### config.mk
export PLATFORM = sky130hd
export DESIGN_NAME = vbi_slicer_packet_framer
export DESIGN_NICKNAME = d
export VERILOG_FILES = /design/src/vbi_pkg.sv /design/src/stream_if.sv /design/src/byte_buffer.sv /design/src/vbi_slicer_packet_framer.sv
export SDC_FILE = /design/constraint.sdc
export NUM_CORES = 1
export LEC_CHECK = 0
export BUFFER_PORTS_ARGS = -buffer_cell sky130_fd_sc_hd__buf_2
export CAP_MARGIN = 20
export CORE_MARGIN = 4
export CORE_UTILIZATION = 52
export CTS_CLUSTER_DIAMETER = 40
export DETAILED_ROUTE_END_ITERATION = 10
export PLACE_DENSITY_LB_ADDON = 0.12
export SYNTH_ARGS = -nofsm -noshare
export SYNTH_HDL_FRONTEND = slang
export SYNTH_SLANG_ARGS = --single-unit
### constraint.sdc
create_clock -name CLK -period 5.8 [get_ports CLK]
set_clock_uncertainty 0.15 [all_clocks]
set_input_delay 0.58 -clock CLK [delete_from_list [all_inputs] [get_ports CLK]]
set_output_delay 0.58 -clock CLK [all_outputs]
set_load 0.02 [all_outputs]
### src/vbi_pkg.sv
// Constants, types and code helpers for the blanking-interval packet framer
package vbi_pkg;

    // ==========================================================
    // Packet layout (byte positions from the first preamble byte)
    localparam logic [5:0] PKT_LEN      = 6'd56;
    localparam logic [5:0] POS_SAV_CODE = 6'd3;
    localparam logic [5:0] POS_SDID     = 6'd4;
    localparam logic [5:0] POS_DWORD    = 6'd5;
    localparam logic [5:0] POS_TYPE     = 6'd6;
    localparam logic [5:0] POS_LINE     = 6'd7;
    localparam logic [5:0] POS_DATA     = 6'd8;
    localparam logic [5:0] POS_BCNT     = 6'd50;
    localparam logic [5:0] POS_CSUM     = 6'd51;
    localparam logic [5:0] POS_EAV      = 6'd52;
    localparam logic [5:0] PAY_MAX      = 6'd42;

    // ==========================================================
    // Fixed byte values
    localparam logic [7:0] PRE_FIRST    = 8'hFF;
    localparam logic [7:0] PRE_ZERO     = 8'h00;
    localparam logic [7:0] DWORD_CNT    = 8'h0B;
    localparam logic [7:0] STUFF_BYTE   = 8'hA0;
    localparam logic [7:0] CNT_RESET    = 8'h00;

    // ==========================================================
    // Framer states
    typedef enum logic [5:0] {
        ST_IDLE  = 6'h01,
        ST_SAV   = 6'h02,
        ST_HDR   = 6'h04,
        ST_DATA  = 6'h08,
        ST_STUFF = 6'h10,
        ST_TAIL  = 6'h20
    } state_e;

    // Timing code byte: 1 F V H P3 P2 P1 P0
    function automatic logic [7:0] code_byte(input logic f, input logic v, input logic h);
        code_byte = {1'b1, f, v, h, v ^ h, f ^ h, f ^ v, f ^ v ^ h};
    endfunction

    // Preamble byte for offset 0..2 inside a timing sequence
    function automatic logic [7:0] pre_byte(input logic [5:0] rel);
        pre_byte = (rel == 6'd0) ? PRE_FIRST : PRE_ZERO;
    endfunction

endpackage

### src/stream_if.sv
// Byte stream carrier between framer and output buffer, and between output buffer and image port
`timescale 1ns/1ps
interface stream_if;
    logic       valid;
    logic       ready;
    logic [7:0] data;
    modport src (output valid, output data, input ready);
    modport snk (input valid, input data, output ready);
endinterface

### src/byte_buffer.sv
// Two-entry byte buffer with registered outputs
`timescale 1ns/1ps
module byte_buffer (
    // Clock and reset
    input  wire logic CLK,
    input  wire logic RST_N,
    // Streams
    stream_if.snk     in_s,
    stream_if.src     out_s
);

    logic       out_v_ff;
    logic [7:0] out_d_ff;
    logic       skid_v_ff;
    logic [7:0] skid_d_ff;
    logic       in_fire;

    assign in_s.ready  = !skid_v_ff;
    assign in_fire     = in_s.valid && !skid_v_ff;
    assign out_s.valid = out_v_ff;
    assign out_s.data  = out_d_ff;

    // ==========================================================
    // Head and skid entries
    always_ff @(posedge CLK) begin
        if (!RST_N) begin
            out_v_ff  <= 1'b0;
            out_d_ff  <= 8'h00;
            skid_v_ff <= 1'b0;
            skid_d_ff <= 8'h00;
        end else if (!out_v_ff || out_s.ready) begin
            if (skid_v_ff) begin
                out_v_ff  <= 1'b1;
                out_d_ff  <= skid_d_ff;
                skid_v_ff <= 1'b0;
            end else begin
                out_v_ff <= in_fire;
                if (in_fire) begin
                    out_d_ff <= in_s.data;
                end
            end
        end else if (in_fire) begin
            skid_v_ff <= 1'b1;
            skid_d_ff <= in_s.data;
        end
    end
endmodule

### src/vbi_slicer_packet_framer.sv
// Framer that packs sliced blanking-interval data into fixed image port packets
// Summary of operation
// - Sliced data leaves as bytes inside the image port video stream.
// - Each packet is exactly 56 bytes, timing codes included.
// - Start and end codes follow the field identity and configured settings.
// - Four header bytes follow the start code, with type and line bytes.
// - Byte count and checksum directly precede the end code.
// - Positions between payload and byte count are filled with A0.
// - Character-broadcast lines (35 bytes) are framed like any other standard.
// - Payload begins right after the header; no spurious bytes inserted.
`timescale 1ns/1ps
module vbi_slicer_packet_framer import vbi_pkg::*; (
    // Clock and reset
    input  wire logic       CLK,
    input  wire logic       RST_N,
    // Line control from the slicer
    input  wire logic       LINE_START,
    input  wire logic       ODD_EVEN,
    input  wire logic [7:0] HEADER_TYPE_BYTE,
    input  wire logic [7:0] HEADER_LINE_BYTE,
    // Static configuration
    input  wire logic       CFG_FIELD_INV,
    input  wire logic       CFG_VBLANK_BIT,
    input  wire logic [7:0] CFG_SDID,
    // Sliced payload
    input  wire logic       SLC_VALID,
    input  wire logic [7:0] SLC_DATA,
    input  wire logic       SLC_LAST,
    output logic            SLC_READY,
    // Image port stream
    output logic            PORT_VALID,
    output logic [7:0]      PORT_DATA,
    input  wire logic       PORT_READY,
    // Status
    output logic            FRAMER_BUSY
);

    state_e     state_ff;
    state_e     nxt_state;
    logic [5:0] pos_ff;
    logic [5:0] pay_cnt_ff;
    logic       pay_done_ff;
    logic       hold_v_ff;
    logic [7:0] hold_ff;
    logic       slc_rdy_ff;
    logic       field_ff;
    logic       vbit_ff;
    logic [7:0] type_ff;
    logic [7:0] line_ff;
    logic [7:0] sdid_ff;
    logic [7:0] bcnt_ff;
    logic [7:0] sum_ff;
    logic       busy_ff;
    logic [7:0] byte_out;
    logic       byte_avail;
    logic       push;
    logic       slc_take;
    logic       counted;
    logic [5:0] eav_rel;

    stream_if fr_if ();
    stream_if pt_if ();

    // ==========================================================
    // Output buffer
    byte_buffer u_buf (
        .CLK   (CLK),
        .RST_N (RST_N),
        .in_s  (fr_if),
        .out_s (pt_if)
    );

    assign fr_if.valid = byte_avail;
    assign fr_if.data  = byte_out;
    assign pt_if.ready = PORT_READY;
    assign PORT_VALID  = pt_if.valid;
    assign PORT_DATA   = pt_if.data;
    assign SLC_READY   = slc_rdy_ff;
    assign FRAMER_BUSY = busy_ff;

    assign push     = byte_avail && fr_if.ready;
    assign slc_take = SLC_VALID && slc_rdy_ff;
    assign eav_rel  = pos_ff - POS_EAV;
    assign counted  = push && ((state_ff == ST_HDR && pos_ff >= POS_TYPE)
                      || state_ff == ST_DATA);

    // ==========================================================
    // Byte selection
    always_comb begin
        byte_avail = 1'b1;
        byte_out   = PRE_ZERO;
        case (state_ff)
            ST_SAV: begin
                if (pos_ff == POS_SAV_CODE) begin
                    byte_out = code_byte(field_ff, vbit_ff, 1'b0);
                end else begin
                    byte_out = pre_byte(pos_ff);
                end
            end
            ST_HDR: begin
                case (pos_ff)
                    POS_SDID: byte_out = sdid_ff;
                    POS_DWORD: byte_out = DWORD_CNT;
                    POS_TYPE: byte_out = type_ff;
                    default:  byte_out = line_ff;
                endcase
            end
            ST_DATA: begin
                byte_avail = hold_v_ff;
                byte_out   = hold_ff;
            end
            ST_STUFF: byte_out = STUFF_BYTE;
            ST_TAIL: begin
                if (pos_ff == POS_BCNT) begin
                    byte_out = bcnt_ff;
                end else if (pos_ff == POS_CSUM) begin
                    byte_out = sum_ff;
                end else if (eav_rel == 6'd3) begin
                    byte_out = code_byte(field_ff, vbit_ff, 1'b1);
                end else begin
                    byte_out = pre_byte(eav_rel);
                end
            end
            default: byte_avail = 1'b0;
        endcase
    end

    // ==========================================================
    // Sequence control
    always_comb begin
        nxt_state = state_ff;
        case (state_ff)
            ST_IDLE: begin
                if (LINE_START) begin
                    nxt_state = ST_SAV;
                end
            end
            ST_SAV: begin
                if (push && pos_ff == POS_SAV_CODE) begin
                    nxt_state = ST_HDR;
                end
            end
            ST_HDR: begin
                if (push && pos_ff == POS_LINE) begin
                    nxt_state = ST_DATA;
                end
            end
            ST_DATA: begin
                if (pay_done_ff && !hold_v_ff) begin
                    nxt_state = (pos_ff == POS_BCNT) ? ST_TAIL : ST_STUFF;
                end
            end
            ST_STUFF: begin
                if (push && pos_ff == POS_BCNT - 6'd1) begin
                    nxt_state = ST_TAIL;
                end
            end
            ST_TAIL: begin
                if (push && pos_ff == PKT_LEN - 6'd1) begin
                    nxt_state = ST_IDLE;
                end
            end
            default: nxt_state = ST_IDLE;
        endcase
    end

    always_ff @(posedge CLK) begin
        if (!RST_N) begin
            state_ff <= ST_IDLE;
            busy_ff  <= 1'b0;
        end else begin
            state_ff <= nxt_state;
            busy_ff  <= (nxt_state != ST_IDLE);
        end
    end

    // Byte position inside the packet
    always_ff @(posedge CLK) begin
        if (!RST_N || state_ff == ST_IDLE) begin
            pos_ff <= 6'd0;
        end else if (push && pos_ff == PKT_LEN - 6'd1) begin
            pos_ff <= 6'd0;
        end else if (push) begin
            pos_ff <= pos_ff + 6'd1;
        end
    end

    // Line attributes captured at line start
    always_ff @(posedge CLK) begin
        if (!RST_N) begin
            field_ff <= 1'b0;
            vbit_ff  <= 1'b0;
            type_ff  <= 8'h00;
            line_ff  <= 8'h00;
            sdid_ff  <= 8'h00;
        end else if (state_ff == ST_IDLE && LINE_START) begin
            field_ff <= ODD_EVEN ^ CFG_FIELD_INV;
            vbit_ff  <= CFG_VBLANK_BIT;
            type_ff  <= HEADER_TYPE_BYTE;
            line_ff  <= HEADER_LINE_BYTE;
            sdid_ff  <= CFG_SDID;
        end
    end

    // ==========================================================
    // Payload intake, one byte held at a time
    always_ff @(posedge CLK) begin
        if (!RST_N || state_ff == ST_IDLE) begin
            pay_cnt_ff  <= 6'd0;
            pay_done_ff <= 1'b0;
        end else if (slc_take) begin
            pay_cnt_ff <= pay_cnt_ff + 6'd1;
            if (SLC_LAST || pay_cnt_ff == PAY_MAX - 6'd1) begin
                pay_done_ff <= 1'b1;
            end
        end
    end

    always_ff @(posedge CLK) begin
        if (!RST_N) begin
            hold_v_ff <= 1'b0;
            hold_ff   <= 8'h00;
        end else if (slc_take) begin
            hold_v_ff <= 1'b1;
            hold_ff   <= SLC_DATA;
        end else if (push && state_ff == ST_DATA) begin
            hold_v_ff <= 1'b0;
        end
    end

    // Ready drops after each take so the holding byte is never overrun
    always_ff @(posedge CLK) begin
        if (!RST_N) begin
            slc_rdy_ff <= 1'b0;
        end else begin
            slc_rdy_ff <= (state_ff == ST_DATA) && !pay_done_ff
                          && !hold_v_ff && !slc_take;
        end
    end

    // ==========================================================
    // Byte count and checksum
    always_ff @(posedge CLK) begin
        if (!RST_N || state_ff == ST_IDLE) begin
            bcnt_ff <= CNT_RESET;
            sum_ff  <= CNT_RESET;
        end else if (counted) begin
            bcnt_ff <= bcnt_ff + 8'h01;
            sum_ff  <= sum_ff + byte_out;
        end
    end
endmodule
After elaboration in Yosys (flattened, before gate mapping):

Cells that the tools add are included.

* input bits: 41
* bits in registers: 90
* output and inout bits: 11

* reduce and logical (&&, ||, !) cells: 34
* order comparisons: 1
* equal/unequal tests: 18
* muxes and demuxes: 22
* bitwise operators: 7
* add/sub/neg operators: 5

Operator list (number)
* $mux W8: 8
* $mux W6: 7
* $pmux W8 S5: 1
* $eq A6 B6 Y1 const B: 6
* $pmux W6 S6: 1
* $eq A6 B3 Y1 const B: 5
* $pmux W8 S3: 1
* $eq A6 B2 Y1 const B: 3
* $logic_and A1 B1 Y1: 14
* $add A6 B1 Y6 const B: 2
* $logic_not A6 Y1: 2
* $add A8 B1 Y8 const B: 1
* $add A8 B8 Y8: 1
* $eq A6 B1 Y1 const B: 1
* $eq A6 B4 Y1 const B: 1
* $eq A6 B5 Y1 const B: 1
* $ge A6 B3 Y1 const B: 1
* $logic_not A1 Y1: 6
* $ne A6 B1 Y1 const B: 1
* $reduce_and A2 Y1: 3
* $sub A6 B6 Y6 const B: 1
* $not A1 Y1: 5
* $logic_or A1 B1 Y1: 4
* $reduce_bool A2 Y1: 2
* 5 further kinds: 9

Logic depth before layout (Yosys ltp):

* depth in word-level cells: 9
* depth in mapped cells: 16

Cells and area by module:

A second synthesis with hierarchy kept.

* cell total of the unflattened synthesis: 571
* area, all modules: 4829.6 µm²

By module, submodules not included
* vbi_slicer_packet_framer: area each 4042.6 µm², instances 1, cells each 498, sequential area each 1441.4 µm²
* byte_buffer: area each 787.0 µm², instances 1, cells each 73, sequential area each 360.3 µm²

Worst setup path before layout:

No wires, ideal clock.

* kind: register -> register
* start: register pos_ff[3]
* end: register sum_ff[7]
* stages on the path, launching flop included: 14
* clock period less this slack: 3401 ps
* slack: 2399 ps
* data arrival time: 3179 ps
* library setup time: 72 ps
* path through: dfxtp_1 buf_2 or4b_2 o21ai_0 a21oi_1 a2111oi_2 inv_1 ha_1 inv_1 o211ai_1 a2111o_1 a21bo_2 mux2i_1 mux2i_1

* word-level cells in the longest chain between the ends: 8

RTL lines
* from (decl): RTL line vbi_slicer_packet_framer.sv:40 `logic [5:0] pos_ff;`
* from (signal assigned): RTL line vbi_slicer_packet_framer.sv:184 `pos_ff <= pos_ff + 6'd1;`
* $sub A6 B6 Y6: RTL line vbi_slicer_packet_framer.sv:83 `assign eav_rel = pos_ff - POS_EAV;`
* $logic_not A6 Y1: RTL line vbi_pkg.sv:44 `pre_byte = (rel == 6'd0) ? PRE_FIRST : PRE_ZERO;`
* $mux W8: RTL line vbi_pkg.sv:44
* $mux W8: RTL line vbi_slicer_packet_framer.sv:118 `end else if (eav_rel == 6'd3) begin`
* $mux W8: RTL line vbi_slicer_packet_framer.sv:116 `end else if (pos_ff == POS_CSUM) begin`
* $mux W8: RTL line vbi_slicer_packet_framer.sv:114 `if (pos_ff == POS_BCNT) begin`
* $pmux W8 S5 (*): RTL line vbi_slicer_packet_framer.sv:92 `case (state_ff)`
* via byte_out[2]: RTL line vbi_slicer_packet_framer.sv:54 `logic [7:0] byte_out;`
* $add A8 B8 Y8 (*): RTL line vbi_slicer_packet_framer.sv:249 `sum_ff <= sum_ff + byte_out;`
* to (signal assigned): RTL line vbi_slicer_packet_framer.sv:249
* to (decl): RTL line vbi_slicer_packet_framer.sv:52 `logic [7:0] sum_ff;`

Mark *: on every way through the listed nets, which the timed path passes. The rest lies on a longest branch.
A chain may end at the register's enable or synchronous reset.

Worst setup path in the final report:

* start: register pos_ff[1]
* end: register sum_ff[6]

The elaborated chain is that of the path after synthesis.

==> results.py <==
metrics = {
    "drt": {
        "via_per_inst": 5.883,
        "wl_per_cell_um": 16.96,
        "wirelength_um": 12420,
        "drt.antenna.violating_nets": 0,
        "dr.pass1.iters": 5,
        "drc": 0,
        "drtIter0Drc": 291,
        "route.vias.total": 4306,
    },
    "synthesis": {
        "avgSynthCellArea_um2": 8.085,
        "ys_ff_latch": 90,
        "synth_fp_nets": 647,
        "yosysWarnings": 0,
        "yosysTopAreaCellShare": 0.3771,
        "synth.distinct_cells": 65,
        "synth_largest_area_cell": "dfxtp_1",
        "synth_edf_count": 0,
        "synth_ff_type": "dfxtp_1",
        "synthCells": 591,
        "seq_area_frac_synth": 0.3771,
        "async_flop_share": 0,
        "synth.cell_area_mm2": 0.004778,
        "synth_area_leaders": "dfxtp_1, nand2_1, a21oi_1",
    },
    "sta": {
        "slew_headroom": 0.3240,
        "setup_ws_ns": 1.715,
        "setup_violations": 0,
        "rsz0062_at_grt": "false",
        "hold_ws_ns": 0.2838,
        "drv_slew": 0,
        "tightestPinTransition_ns": 1.014,
        "fin_setup_tns_ns": 0,
        "min_period_ns": 4.085,
        "fmax_ghz": 0.2448,
        "fin_crit_sh": 0.7043,
        "finalHoldViolations": 0,
    },
    "global_route": {
        "grt_pass1_vias": 4068,
        "gr-total-overflow": 0,
        "antenna_found_initial": 0,
        "grt_use_total": 0.2296,
        "grt_pass1_wl_um": 20310,
        "grt_max_degree": 34,
    },
    "hold_path": {
        "worstHoldPathType": "in -> reg",
        "min-delay-start": "HEADER_TYPE_BYTE[5]",
    },
    "critical_path": {
        "endpoint": "sum_ff[6]$_SDFFE_PP0P_",
        "path_cells": "ha_1 -> inv_1 -> o311ai_0 -> a31oi_1 -> a2111oi_2 -> inv_1 -> ha_1 -> nor2b_1 -> o21ai_0 -> a21boi_0 -> o21a_1 -> or3_1 -> a31oi_1",
        "max_stage_delay_ns": 0.56,
        "crit_path_start": "pos_ff[1]$_SDFFE_PP0P_",
        "cp_top_family": "compound AO/OA/AOI/OAI gates",
        "path_class": "reg -> reg",
        "path_buf_inv": 2,
        "r2r_setup_slack_ns": 1.72,
        "crit_path_start_kind": "register",
        "reg2reg_from": "pos_ff[1]$_SDFFE_PP0P_",
        "rr_endpoint": "sum_ff[6]$_SDFFE_PP0P_",
        "slowest_stage": "ha_1",
        "r2r_cells": 13,
        "required_ns": 5.92,
        "arrival_ns": 4.20,
        "critPathMaxFanout": 15,
        "crit_cells": 13,
        "end_kind": "register",
    },
    "placement": {
        "port_buffers": 51,
        "place_congestion": 0.9166,
        "dpl_worst_slack_ns": 1.757,
        "hpwlAfterDp_um": 9277,
    },
    "power": {
        "power_leakage_uw": 0.001943,
        "peakVddDrop_mv": 0.1470,
        "p_per_area_mw_per_mm2": 217.5,
    },
    "floorplanning": {
        "core_mm2": 0.008848,
        "die_y_um": 103.9,
        "die_width_um": 103.9,
        "initial_utilization": 0.5400,
        "io_pins": 52,
        "core.rowCount": 34,
        "design.die.area_mm2": 0.01079,
    },
    "layout": {
        "num_antenna_cells": 0,
        "fill_cells": 847,
        "drive_above_1_share": 0.1410,
        "post-route-util": 0.5882,
        "layout_common_cells": "nand2_1, dfxtp_1, nor2_1",
        "fin_nets": 675,
        "layout_commonest_cell": "nand2_1",
        "syn2layout_area_growth_pct": 8.929,
    },
    "clock_network": {
        "cts_tree": "yes",
        "clock_sinks": 90,
        "cts_setup_buffers": 0,
        "cts_buffers": 9,
        "root_buffer": "clkbuf_8",
        "cts_resized": 0,
        "clk_latency_ns": 0.37,
        "htreeDepth": 3,
        "clkTransAtPathRegs_ns": 0.10,
        "cts_buffer_depth": 2,
        "cts_hold_buf": 0,
    },
    "run": {
        "cap_viol_max_count": 0,
    },
    "run_status": {
        "status": "completed",
    },
}
[cell families (layout without fill, tap and decap cells)]
group	after synthesis	count (layout)	synth area share
buf+inv	56	89	0.04975
simple gates	240	240	0.2409
fa+ha+maj	15	15	0.04085
compound gates	152	152	0.2168
flops	90	90	0.3771
mux	15	15	0.03247
xor+xnor	23	23	0.04216
[stage by stage]
step           std cells  total power, uW  cell area (um^2)
2_1_floorplan        591            710.2              4778
3_3_place_gp         716            739.7              5025
3_5_place_dp         716            741.2              5025
4_1_cts              732             1142              5205
5_1_grt              732             1180              5205
6_report             732             1132              5205
[cells in the mapped netlist, types with 2 or more instances]
cell       instances
nand2_1           94
dfxtp_1           90
nor2_1            55
a21oi_1           53
clkbuf_1          25
inv_1             19
o21ai_0           17
ha_1              14
nand3_1           14
xor2_1            14
a211oi_1          12
mux2i_1           11
a22o_1            10
buf_2             10
nand4_1           10
nor3_1            10
o211ai_1          10
xnor2_1            9
a22oi_1            8
nand2b_1           8
and3_1             7
or3_1              7
and2_1             6
nor2b_1            6
a31oi_1            5
a211o_1            4
a32oi_1            4
mux2_2             4
o21a_1             4
a2111oi_0          3
nor4_1             3
o311ai_0           3
or2_2              3
a2111o_1           2
a21o_1             2
buf_6              2
nand4b_1           2
nor3b_1            2
nor4bb_1           2
or4_1              2
[state kept, by name (all words and copies together) (netlist names)]
signal             flops
field_ff               1
sum_ff                 8
u_buf.out_s.valid      1
type_ff                8
bcnt_ff                8
line_ff                8
pos_ff                 6
hold_v_ff              1
pay_done_ff            1
u_buf.skid_d_ff        8
u_buf.out_s.data       8
vbit_ff                1
hold_ff                8
FRAMER_BUSY            1
sdid_ff                8
u_buf.skid_v_ff        1
pay_cnt_ff             6
state_ff               6
SLC_READY              1
[cell type report]
cell class	instances	area (um^2)	share of cell area
sequential	90	1802	0.3462
multi-input combinational	445	2739	0.5262
clock inverter	7	56.30	0.01082
timing repair buffer	54	277.8	0.05337
tap	108	135.1	0.02596
inverter	19	71.32	0.01370
clock buffer	9	123.9	0.02380
[worst register-to-register path, delay by kind of cell (launching register included)]
kind | cells | cell delay, ns
AOI/OAI and AO/OA | 7 | 1.68
adders and majority gates | 2 | 0.89
buffers and inverters | 2 | 0.34
DFF | 1 | 0.45
and+or+nand+nor | 2 | 0.49
[routing by layer]
layer  routed length (um)  part of all wire  global-route usage  vias to the layer above
li1                     -                 -                   -                     2151
met1                 5654              0.46              0.3074                     1976
met2                 5568              0.45              0.3547                      151
met3                  807             0.065             0.05090                       28
met4                  386             0.031              0.1026                        0
met5                    0                 0                   0                        -
[report_power, final]
| part | total [uW] | switching [uW] | internal, uW |
|---|---|---|---|
| Sequential | 642 | 10.7 | 632 |
| Combinational | 84.7 | 52.4 | 32.3 |
| Clock | 405 | 242 | 163 |
| Total | 1130 | 305 | 827 |
[worst min path at each step]
stage | cells after the start | endpoint
floorplan | 2 | line_ff[2]$_SDFFE_PN0P_
global placement | 2 | sdid_ff[5]$_SDFFE_PN0P_
detailed placement | 2 | line_ff[6]$_SDFFE_PN0P_
CTS | 3 | type_ff[5]$_SDFFE_PN0P_
global route | 3 | type_ff[3]$_SDFFE_PN0P_
finish | 3 | type_ff[5]$_SDFFE_PN0P_
No activity file was read; power rests on OpenSTA's default activity.
